## config.mk

```make
export PLATFORM = sky130hd
export DESIGN_NAME = lcd_contrast_pwm_irq_regs
export DESIGN_NICKNAME = d
export VERILOG_FILES = /design/src/design/lcd_contrast_pkg.sv /design/src/design/contrast_cfg_if.sv /design/src/design/contrast_pwm.sv /design/src/design/lcd_contrast_pwm_irq_regs.sv
export SDC_FILE = /design/constraint.sdc
export NUM_CORES = 1
export LEC_CHECK = 0
export ABC_AREA = 1
export BUFFER_PORTS_ARGS = -buffer_cell sky130_fd_sc_hd__buf_4
export CAP_MARGIN = 20
export CORE_MARGIN = 3
export CORE_UTILIZATION = 35
export DETAILED_ROUTE_END_ITERATION = 8
export PLACE_DENSITY = 0.65
export SLEW_MARGIN = 20
export SYNTH_ARGS = -nofsm -noshare
export SYNTH_HDL_FRONTEND = slang
export SYNTH_SLANG_ARGS = --single-unit
```

## constraint.sdc

```tcl
create_clock -name aclk -period 3.45 [get_ports aclk]
set_clock_uncertainty 0.2 [all_clocks]
set_input_delay 0.345 -clock aclk [delete_from_list [all_inputs] [get_ports aclk]]
set_output_delay 0.345 -clock aclk [all_outputs]
set_load 0.05 [all_outputs]
```

## src/design/lcd_contrast_pkg.sv

```systemverilog
// constants shared by the contrast generator and its register bank
package lcd_contrast_pkg;
  // register byte addresses
  localparam logic [31:0] contrast_control_addr = 32'h0060_0840;
  localparam logic [31:0] contrast_compare_addr = 32'h0060_0844;
  localparam logic [31:0] irq_enable_set_addr = 32'h0060_0848;
  localparam logic [31:0] irq_enable_clear_addr = 32'h0060_084c;
  localparam logic [31:0] irq_enable_view_addr = 32'h0060_0850;
  localparam logic [31:0] irq_pending_addr = 32'h0060_0854;
  localparam logic [31:0] irq_acknowledge_addr = 32'h0060_0858;
  // contrast_control fields
  localparam int prescale_select_lsb = 0;
  localparam int pulse_level_select_bit = 2;
  localparam int contrast_run_bit = 3;
  // event bit positions, common to all interrupt registers
  localparam int each_line_bit = 0;
  localparam int final_line_bit = 1;
  localparam int frame_done_bit = 2;
  localparam int fifo_empty_bit = 4;
  localparam int fifo_overrun_bit = 5;
  localparam int dma_fault_bit = 6;
  localparam int irq_width = 7;
  localparam logic [6:0] irq_valid_bits = 7'h77;
  // reset values
  localparam logic [3:0] contrast_control_reset = 4'h0;
  localparam logic [7:0] compare_level_reset = 8'h00;
  localparam logic [6:0] irq_reset = 7'h00;
  // prescaler encodings
  localparam logic [1:0] prescale_div1 = 2'h0;
  localparam logic [1:0] prescale_div2 = 2'h1;
  localparam logic [1:0] prescale_div4 = 2'h2;
  localparam logic [1:0] prescale_div8 = 2'h3;
  localparam logic [2:0] prescale_count_reset = 3'h0;
  // axi response codes
  localparam logic [1:0] resp_okay = 2'h0;
  localparam logic [1:0] resp_slverr = 2'h2;
endpackage

```

## src/design/contrast_cfg_if.sv

```systemverilog
// settings and output between the register bank and the pulse generator
`timescale 1ns/1ps
`default_nettype none
interface contrast_cfg_if;
  logic [1:0] prescale_select;
  logic pulse_level_select;
  logic contrast_run;
  logic [7:0] compare_level;
  logic contrast_out;
  logic [7:0] counter_value;
  modport regs (output prescale_select, pulse_level_select, contrast_run, compare_level,
    input contrast_out, counter_value);
  modport gen (input prescale_select, pulse_level_select, contrast_run, compare_level,
    output contrast_out, counter_value);
endinterface
`default_nettype wire

```

## src/design/contrast_pwm.sv

```systemverilog
// prescaled eight-bit contrast pulse generator
`timescale 1ns/1ps
`default_nettype none
module contrast_pwm (
  // clock and reset
  input wire logic aclk,
  input wire logic aresetn,
  // settings and output
  contrast_cfg_if.gen cfg
);
  logic [2:0] presc_q;
  logic [2:0] presc_d;
  logic [7:0] count_q;
  logic [7:0] count_d;
  logic out_q;
  logic out_d;
  logic [2:0] presc_last;
  logic tick;
  logic below;

  assign presc_last = (cfg.prescale_select == lcd_contrast_pkg::prescale_div1) ? 3'h0 :
                      (cfg.prescale_select == lcd_contrast_pkg::prescale_div2) ? 3'h1 :
                      (cfg.prescale_select == lcd_contrast_pkg::prescale_div4) ? 3'h3 : 3'h7;
  assign tick = cfg.contrast_run && (presc_q >= presc_last);
  // a shrinking divide restarts the prescaler instead of waiting for a long wrap
  assign presc_d = !cfg.contrast_run || tick ? lcd_contrast_pkg::prescale_count_reset
                 : presc_q + 3'h1;
  assign count_d = tick ? count_q + 8'h01 : count_q;
  assign below = count_q < cfg.compare_level;
  // stopped counter freezes, but the output still follows compare_level and pulse_level_select against the frozen count
  assign out_d = cfg.pulse_level_select ? below : !below;

  always_ff @(posedge aclk) begin
    if (!aresetn) begin
      presc_q <= lcd_contrast_pkg::prescale_count_reset;
      count_q <= 8'h00;
      out_q <= 1'b0;
    end else begin
      presc_q <= presc_d;
      count_q <= count_d;
      out_q <= out_d;
    end
  end

  assign cfg.contrast_out = out_q;
  assign cfg.counter_value = count_q;
endmodule
`default_nettype wire

```

## src/design/lcd_contrast_pwm_irq_regs.sv

```systemverilog
// contrast pulse generator and interrupt registers behind an axi4-lite slave
`timescale 1ns/1ps
`default_nettype none
module lcd_contrast_pwm_irq_regs (
  // clock and reset
  input wire logic aclk,
  input wire logic aresetn,
  // axi4-lite write address
  input wire logic [31:0] s_axi_awaddr,
  input wire logic s_axi_awvalid,
  output logic s_axi_awready,
  // axi4-lite write data
  input wire logic [31:0] s_axi_wdata,
  input wire logic [3:0] s_axi_wstrb,
  input wire logic s_axi_wvalid,
  output logic s_axi_wready,
  // axi4-lite write response
  output logic [1:0] s_axi_bresp,
  output logic s_axi_bvalid,
  input wire logic s_axi_bready,
  // axi4-lite read address
  input wire logic [31:0] s_axi_araddr,
  input wire logic s_axi_arvalid,
  output logic s_axi_arready,
  // axi4-lite read data
  output logic [31:0] s_axi_rdata,
  output logic [1:0] s_axi_rresp,
  output logic s_axi_rvalid,
  input wire logic s_axi_rready,
  // one-cycle event pulses from the display engine, same clock
  input wire logic each_line_evt,
  input wire logic final_line_evt,
  input wire logic frame_done_evt,
  input wire logic fifo_empty_evt,
  input wire logic fifo_overrun_evt,
  input wire logic dma_fault_evt,
  // outputs
  output logic contrast_out,
  output logic irq
);
  contrast_cfg_if cfg ();

  logic [31:0] awaddr_q;
  logic aw_held_q;
  logic [31:0] wdata_q;
  logic [3:0] wstrb_q;
  logic w_held_q;
  logic bvalid_q;
  logic [1:0] bresp_q;
  logic rvalid_q;
  logic [31:0] rdata_q;
  logic [1:0] rresp_q;
  logic [3:0] ctrl_q;
  logic [3:0] ctrl_d;
  logic [7:0] cmp_q;
  logic [7:0] cmp_d;
  logic [6:0] mask_q;
  logic [6:0] mask_d;
  logic [6:0] pend_q;
  logic [6:0] pend_d;
  logic irq_q;

  // write channel: address and data each caught independently
  wire aw_take = s_axi_awvalid && s_axi_awready;
  wire w_take = s_axi_wvalid && s_axi_wready;
  assign s_axi_awready = !aw_held_q && !bvalid_q;
  assign s_axi_wready = !w_held_q && !bvalid_q;
  wire wr_fire = aw_held_q && w_held_q && !bvalid_q;
  wire [31:0] wr_addr = {awaddr_q[31:2], 2'b00};
  wire [31:0] wr_data = wdata_q;

  wire wr_ctrl = wr_fire && (wr_addr == lcd_contrast_pkg::contrast_control_addr);
  wire wr_cmp = wr_fire && (wr_addr == lcd_contrast_pkg::contrast_compare_addr);
  wire wr_ien = wr_fire && (wr_addr == lcd_contrast_pkg::irq_enable_set_addr);
  wire wr_idis = wr_fire && (wr_addr == lcd_contrast_pkg::irq_enable_clear_addr);
  wire wr_view = wr_fire && (wr_addr == lcd_contrast_pkg::irq_enable_view_addr);
  wire wr_pend = wr_fire && (wr_addr == lcd_contrast_pkg::irq_pending_addr);
  wire wr_ack = wr_fire && (wr_addr == lcd_contrast_pkg::irq_acknowledge_addr);
  // writes to read-only registers are answered okay and ignored
  wire wr_hit = wr_ctrl || wr_cmp || wr_ien || wr_idis || wr_view || wr_pend || wr_ack;

  // all fields sit in byte lane 0, so only that strobe matters
  wire lane0 = wstrb_q[0];
  wire [6:0] wbits = wr_data[6:0] & lcd_contrast_pkg::irq_valid_bits;

  assign ctrl_d = (wr_ctrl && lane0) ? wr_data[3:0] : ctrl_q;
  assign cmp_d = (wr_cmp && lane0) ? wr_data[7:0] : cmp_q;
  assign mask_d = (mask_q | ((wr_ien && lane0) ? wbits : 7'h00))
                & ~((wr_idis && lane0) ? wbits : 7'h00);

  // read channel
  wire ar_take = s_axi_arvalid && s_axi_arready;
  assign s_axi_arready = !rvalid_q;
  wire [31:0] rd_addr = {s_axi_araddr[31:2], 2'b00};
  wire rd_ctrl = rd_addr == lcd_contrast_pkg::contrast_control_addr;
  wire rd_cmp = rd_addr == lcd_contrast_pkg::contrast_compare_addr;
  wire rd_view = rd_addr == lcd_contrast_pkg::irq_enable_view_addr;
  wire rd_pend = rd_addr == lcd_contrast_pkg::irq_pending_addr;
  wire rd_wo = rd_addr == lcd_contrast_pkg::irq_enable_set_addr
            || rd_addr == lcd_contrast_pkg::irq_enable_clear_addr
            || rd_addr == lcd_contrast_pkg::irq_acknowledge_addr;
  wire rd_hit = rd_ctrl || rd_cmp || rd_view || rd_pend || rd_wo;
  wire [31:0] rd_value = rd_ctrl ? {28'h000_0000, ctrl_q}
                       : rd_cmp ? {24'h00_0000, cmp_q}
                       : rd_view ? {25'h000_0000, mask_q}
                       : rd_pend ? {25'h000_0000, pend_q}
                       : 32'h0000_0000;

  // events latch; a read of the pending register also clears it, but a new event wins
  wire [6:0] evt_vec;
  assign evt_vec[lcd_contrast_pkg::each_line_bit] = each_line_evt;
  assign evt_vec[lcd_contrast_pkg::final_line_bit] = final_line_evt;
  assign evt_vec[lcd_contrast_pkg::frame_done_bit] = frame_done_evt;
  assign evt_vec[3] = 1'b0;
  assign evt_vec[lcd_contrast_pkg::fifo_empty_bit] = fifo_empty_evt;
  assign evt_vec[lcd_contrast_pkg::fifo_overrun_bit] = fifo_overrun_evt;
  assign evt_vec[lcd_contrast_pkg::dma_fault_bit] = dma_fault_evt;
  wire [6:0] ack_bits = (wr_ack && lane0) ? wbits : 7'h00;
  wire [6:0] rd_clr = (ar_take && rd_pend) ? 7'h7f : 7'h00;
  assign pend_d = (pend_q & ~ack_bits & ~rd_clr) | evt_vec;

  always_ff @(posedge aclk) begin
    if (!aresetn) begin
      aw_held_q <= 1'b0;
      awaddr_q <= 32'h0000_0000;
    end else if (aw_take) begin
      aw_held_q <= 1'b1;
      awaddr_q <= s_axi_awaddr;
    end else if (wr_fire) begin
      aw_held_q <= 1'b0;
    end
  end

  always_ff @(posedge aclk) begin
    if (!aresetn) begin
      w_held_q <= 1'b0;
      wdata_q <= 32'h0000_0000;
      wstrb_q <= 4'h0;
    end else if (w_take) begin
      w_held_q <= 1'b1;
      wdata_q <= s_axi_wdata;
      wstrb_q <= s_axi_wstrb;
    end else if (wr_fire) begin
      w_held_q <= 1'b0;
    end
  end

  always_ff @(posedge aclk) begin
    if (!aresetn) begin
      bvalid_q <= 1'b0;
      bresp_q <= lcd_contrast_pkg::resp_okay;
    end else if (wr_fire) begin
      bvalid_q <= 1'b1;
      bresp_q <= wr_hit ? lcd_contrast_pkg::resp_okay : lcd_contrast_pkg::resp_slverr;
    end else if (s_axi_bready) begin
      bvalid_q <= 1'b0;
    end
  end

  always_ff @(posedge aclk) begin
    if (!aresetn) begin
      rvalid_q <= 1'b0;
      rdata_q <= 32'h0000_0000;
      rresp_q <= lcd_contrast_pkg::resp_okay;
    end else if (ar_take) begin
      rvalid_q <= 1'b1;
      rdata_q <= rd_value;
      rresp_q <= rd_hit ? lcd_contrast_pkg::resp_okay : lcd_contrast_pkg::resp_slverr;
    end else if (s_axi_rready) begin
      rvalid_q <= 1'b0;
    end
  end

  always_ff @(posedge aclk) begin
    if (!aresetn) begin
      ctrl_q <= lcd_contrast_pkg::contrast_control_reset;
      cmp_q <= lcd_contrast_pkg::compare_level_reset;
      mask_q <= lcd_contrast_pkg::irq_reset;
      pend_q <= lcd_contrast_pkg::irq_reset;
      irq_q <= 1'b0;
    end else begin
      ctrl_q <= ctrl_d;
      cmp_q <= cmp_d;
      mask_q <= mask_d;
      pend_q <= pend_d;
      irq_q <= |(pend_d & mask_d);
    end
  end

  assign cfg.prescale_select = ctrl_q[lcd_contrast_pkg::prescale_select_lsb +: 2];
  assign cfg.pulse_level_select = ctrl_q[lcd_contrast_pkg::pulse_level_select_bit];
  assign cfg.contrast_run = ctrl_q[lcd_contrast_pkg::contrast_run_bit];
  assign cfg.compare_level = cmp_q;

  contrast_pwm u_pwm (
    .aclk(aclk),
    .aresetn(aresetn),
    .cfg(cfg.gen)
  );

  assign s_axi_bvalid = bvalid_q;
  assign s_axi_bresp = bresp_q;
  assign s_axi_rvalid = rvalid_q;
  assign s_axi_rdata = rdata_q;
  assign s_axi_rresp = rresp_q;
  assign contrast_out = cfg.contrast_out;
  assign irq = irq_q;
endmodule
`default_nettype wire

```

Word level (Yosys, flattened, before mapping)
Index checks and enable logic that the tools add are counted.
{ "totals": {"input_bits": 113, "regBits": 120, "wordCells": 116} }
{ "classes": {"n_bitwise": 10, "order_cmp": 2, "eq_ne": 16, "n_reduce_logical": 47, "addsub": 2, "mux": 21} }
{ "ops": {"columns": ["cell", "count"], "rows": [
  ["$eq 30x21->1 const B", 14],
  ["$mux 7", 6],
  ["$and 7x7->7", 4],
  ["$logic_and 1x1->1", 21],
  ["$not 7->7", 3],
  ["$mux 8", 2],
  ["$or 7x7->7", 2],
  ["$logic_or 1x1->1", 13],
  ["$mux 3", 3],
  ["$add 8x1->8 const B", 1],
  ["$lt 8x8->1", 1],
  ["$mux 1", 8],
  ["$reduce_bool 2->1", 4],
  ["$reduce_or 7->1", 1],
  ["$logic_not 1->1", 6],
  ["$mux 2", 2],
  ["$add 3x1->3 const B", 1],
  ["$ge 3x3->1", 1],
  ["$eq 2x1->1 const B", 1],
  ["$eq 2x2->1 const B", 1],
  ["$logic_not 2->1", 1],
  ["$reduce_or 2->1", 1],
  ["$not 1->1", 1]
]} }

Logic depth before layout (Yosys ltp)
{ "depth": {"word_depth": 11, "ltp_mapped": 14} }

Modules after synthesis
Synthesis repeated with hierarchy kept, for this count alone.
{ "unflattened": {"hier_cells": 699, "area_unflattened_um2": 4858.4} }
{ "by_module_without_submodules": {"columns": ["mod", "area_each_um2", "cells_each", "instances"], "rows": [
  ["lcd_contrast_pwm_irq_regs", 4038.9, 588, 1],
  ["contrast_pwm", 819.5, 111, 1]
]} }

Worst setup path before layout
Ideal clock, no wire load.
{ "synth_timing": {"path_kind": "register to register", "startpoint": "reg bvalid_q (netlist: s_axi_bvalid)", "endpoint": "reg awaddr_q[25]", "stages_incl_launch_ff": 7, "setup_time_ns": 0.065, "required_time_ns": 3.185, "setup_slack_ns": 0.943, "arrival_ns": 2.242, "cell_sequence": "dfxtp_1 nor2_1 nand2_1 inv_1 clkbuf_1 nor2_1 nor2_1"} }
{ "synth_between": {"elab_chain_cells": 3} }
{ "synth_rtl": {"columns": ["item", "line", "source"], "rows": [
  ["from (decl)", "lcd_contrast_pwm_irq_regs.sv:48", "logic bvalid_q;"],
  ["from (signal assigned)", "lcd_contrast_pwm_irq_regs.sv:150", "bvalid_q <= 1'b0;"],
  ["from (signal assigned)", "lcd_contrast_pwm_irq_regs.sv:153", "bvalid_q <= 1'b1;"],
  ["from (signal assigned)", "lcd_contrast_pwm_irq_regs.sv:156", "bvalid_q <= 1'b0;"],
  ["$logic_not 1->1", "lcd_contrast_pwm_irq_regs.sv:66", "assign s_axi_awready = !aw_held_q && !bvalid_q;"],
  ["$logic_and 1x1->1", "lcd_contrast_pwm_irq_regs.sv:66", null],
  ["via s_axi_awready", "lcd_contrast_pwm_irq_regs.sv:11", "output logic s_axi_awready,"],
  ["$logic_and 1x1->1", "lcd_contrast_pwm_irq_regs.sv:64", "wire aw_take = s_axi_awvalid && s_axi_awready;"],
  ["to (signal assigned)", "lcd_contrast_pwm_irq_regs.sv:128", "awaddr_q <= s_axi_awaddr;"],
  ["to (decl)", "lcd_contrast_pwm_irq_regs.sv:43", "logic [31:0] awaddr_q;"]
]} }
The timed path passes the listed nets, and every way through them passes these cells.
A chain may end at the register's enable or synchronous reset.

Final worst setup path
{ "layout_timing": {"startpoint": "reg rvalid_q (netlist: s_axi_rvalid)", "endpoint": "reg irq_q (netlist: irq)"} }
{ "layout_between": {"elab_chain_cells": 9} }
{ "layout_rtl": {"columns": ["item", "line", "source"], "rows": [
  ["from (decl)", "lcd_contrast_pwm_irq_regs.sv:50", "logic rvalid_q;"],
  ["from (signal assigned)", "lcd_contrast_pwm_irq_regs.sv:162", "rvalid_q <= 1'b0;"],
  ["from (signal assigned)", "lcd_contrast_pwm_irq_regs.sv:166", "rvalid_q <= 1'b1;"],
  ["from (signal assigned)", "lcd_contrast_pwm_irq_regs.sv:170", "rvalid_q <= 1'b0;"],
  ["$logic_not 1->1", "lcd_contrast_pwm_irq_regs.sv:93", "assign s_axi_arready = !rvalid_q;"],
  ["$logic_and 1x1->1", "lcd_contrast_pwm_irq_regs.sv:92", "wire ar_take = s_axi_arvalid && s_axi_arready;"],
  ["$logic_and 1x1->1", "lcd_contrast_pwm_irq_regs.sv:119", "wire [6:0] rd_clr = (ar_take && rd_pend) ? 7'h7f : 7'h00;"],
  ["$mux 7", "lcd_contrast_pwm_irq_regs.sv:119", null],
  ["$not 7->7", "lcd_contrast_pwm_irq_regs.sv:120", "assign pend_d = (pend_q & ~ack_bits & ~rd_clr) | evt_vec;"],
  ["$and 7x7->7", "lcd_contrast_pwm_irq_regs.sv:120", null],
  ["$or 7x7->7", "lcd_contrast_pwm_irq_regs.sv:120", null],
  ["$and 7x7->7", "lcd_contrast_pwm_irq_regs.sv:186", "irq_q <= |(pend_d & mask_d);"],
  ["$reduce_or 7->1", "lcd_contrast_pwm_irq_regs.sv:186", null],
  ["to (signal assigned)", "lcd_contrast_pwm_irq_regs.sv:186", null],
  ["to (decl)", "lcd_contrast_pwm_irq_regs.sv:61", "logic irq_q;"]
]} }
Every way passes these cells.

==> results.tsv <==
metric	value	unit
outcome	complete, no violations	
crit_top_cell	nand2_1	
gp_congestion	0.8640	
synth_top_family_by_area	simple AND/OR/NAND/NOR gates	
clock-sinks	91	
initial_core_util	0.3671	
layout_min_cycle_time	2.302	ns
ant_nets	0	
clock_path_buffers	2	
nets	838	
cts_setup_buffers	0	
post-route-period-util	0.6672	
crit_arrival	2.29	ns
critPathBufInv	2	
synth_common_cells	nor2_1 (108), dfxtp_1 (91), nand2_1 (78), inv_1 (67), a21oi_1 (57)	
grt_pass1_vias	4036	
drc_errors	0	
die_h	119.9	um
worst_ep_required_time	3.44	ns
synth-edff-count	0	
multi_input_area	0.002237	sq mm
grt_remaining_overflow	0	
crit_fanout	11	
wl	10900	um
async_flop_share	0	
drt_iter0_drc	167	
start_kind	flip-flop	
drive_gt1_frac	0.2019	
area_growth	23.49	%
grt_usage	0.1520	
synth_cell_types	41	
max_slew.worst_pin.slew	0.8040	ns
slowest_stage	nand4_1	
holdBufCountCts	0	
p_sw	651.9	uW
yosysMostFrequentCell	nor2_1	
intPower	1828	uW
antenna_found_initial	0	
ctsResizeCount	0	
power_leakage	0.002322	uW
wl_per_cell	12.30	um
tritoncts	done	
slew_viol_final	0	
finalPower	2480	uW
ys_seq_elements	91	
maxCapViolations	0	
core-area	0.01236	sq mm
sw_frac_of_total	0.2629	
htree_levels	3	
hold_depth	3	
path_class	reg -> reg	
cp_slowest_stage_delay	0.38	ns
hold_viol_final	0	
setup_viol	0	
synth.area.mux_share	0	
synth_ff_type	dfxtp_1	
n_antenna_cell	0	
tns	0	ns
max_freq	0.4345	GHz
cts_made_buffers	9	
grt_pass1_wl	17820	um
clk_pin_slew	0.06	ns
clk_latency	0.34	ns
pin_count	156	
synth_compound_area_frac	0.1704	
dp_hpwl	8254	um
synth-simple-area-share	0.2661	
syn-instance-count	622	
syn_avg_cell_area	7.296	sq um
combPwrFrac	0.141	
cp_top_family	simple AND/OR/NAND/NOR gates	
synth_area	0.004538	sq mm
io_buffers	98	
seqPwrFrac	0.459	
synth_top_cell_by_area	dfxtp_1	
min_path_type	in -> reg	
grt_max_degree	50	
fill_cells	1246	
firstDrtPassIters	4	
worstSetupEndpointType	flip-flop	
vias	4224	
max-vdd-ir-drop	0.0002344	V
seq_area	0.001822	sq mm
rsz0062_at_grt	false	
ctsRootBufferMaster	clkbuf_16	
row_count	40	
worst_r2r_path_depth	10	
synth_xor_area_frac	0.001930	
crit_cells	10	
synth_top_area_share	0.4014	
crit_chain	inv_1 > nand2_1 > inv_1 > nand4_1 > nand3_1 > nand2_1 > nand2_1 > nand2_1 > nor2_1 > a21oi_1	
via_per_inst	4.767	
synth_area_leaders	dfxtp_1 (40%), nor2_1 (8.9%), nand2_1 (6.5%), a21oi_1 (6.3%), inv_1 (5.5%)	
ys_warn_count	0	
pwr-share-clk	0.400	
dieArea	0.01437	sq mm
die_w	119.9	um
synth_fa_ha_area_frac	0.03309	
yosysSeqAreaShare	0.4014	
timing.slew.headroom	0.4634	
cellPowerDensity	442.6	mW/mm^2
power by group through the flow:
stage / sequential [uW] / clock, uW / combinational (uW)
3_5_place_dp: 1160 / 0 / 351
4_1_cts: 1140 / 1020 / 352
2_1_floorplan: 1160 / 0 / 246
6_report: 1140 / 993 / 349
5_1_grt: 1140 / 1070 / 386
3_3_place_gp: 1160 / 0 / 344
metrics by stage:
stage               instance area (sq um)  utilization  setup WS (ns)  hold WS (ns)  instances
floorplan                            4632            -         0.9434        0.2173        647
global placement                     5298       0.4285          1.153        0.2305        870
detailed placement                   5298       0.4285          1.110        0.2294        870
CTS                                  5604       0.4533          1.136       0.05114        886
global route                         5604       0.4533         0.8519       0.06337        886
finish                               5604       0.4533          1.148       0.05492        886
worst reg2reg max path, delay by kind of cell (launching register included):
| family | cells | cell delay [ns] |
|---|---|---|
| buffers and inverters | 2 | 0.43 |
| and+or+nand+nor | 7 | 1.13 |
| AOI/OAI and AO/OA | 1 | 0.07 |
| DFF | 1 | 0.31 |
cell families (layout without fill, tap and decap cells):
group	count (synthesis)	in the layout
compound gates	137	137
xor+xnor	1	1
fa+ha+maj	12	12
buf+inv	117	188
flops	91	91
other cells	1	26
simple gates	263	263
path summary, 6_finish.rpt:
check              startpoint           end  slack [ns]
max reg2reg      s_axi_rvalid           irq        1.15
max              s_axi_rvalid           irq        1.15
min          s_axi_awaddr[21]  awaddr_q[21]        0.05
min reg2reg         pend_q[3]     pend_q[3]        0.25
flip-flops by register name, indices dropped and copies added (netlist names), 3 cells and up:
signal	flops
pend_q	7
u_pwm.presc_q	3
u_pwm.cfg.counter_value	8
cfg.compare_level	8
mask_q	6
s_axi_rdata	8
ctrl_q	4
awaddr_q	30
wdata_q	8
cell type report:
class / instances / share of cell area
Inverter: 70 / 0.04689
Clock buffer: 13 / 0.04644
Sequential cell: 91 / 0.3251
Multi-Input combinational cell: 439 / 0.3992
Timing Repair Buffer: 102 / 0.1366
Tap cell: 168 / 0.03751
Clock inverter: 3 / 0.008261
per-layer routing:
| metal | GRT usage | vias to the layer above | share of wire |
|---|---|---|---|
| met5 | 0 | - | 0 |
| met4 | 0.05655 | 0 | 0.022 |
| met3 | 0.03864 | 18 | 0.076 |
| met2 | 0.2571 | 144 | 0.46 |
| met1 | 0.1864 | 1875 | 0.45 |
| li1 | - | 2187 | - |
placed cells by master, fill, tap and decap left out, types with 3 or more instances in the layout:
cell type / instances
a211oi_1: 10
o2111ai_1: 3
o21a_1: 3
ha_1: 12
nor3_2: 3
clkbuf_16: 9
nand2_1: 78
o211ai_1: 3
nand4_1: 20
inv_2: 3
o21ai_0: 46
nor3_1: 5
conb_1: 26
buf_4: 102
nor2_4: 6
nor2_1: 108
dfxtp_1: 91
a21oi_1: 57
a21oi_2: 4
nor2_2: 4
nand3_1: 25
o21ai_1: 7
inv_1: 67
nand3b_1: 3
Power figures use the tool's default switching activity.
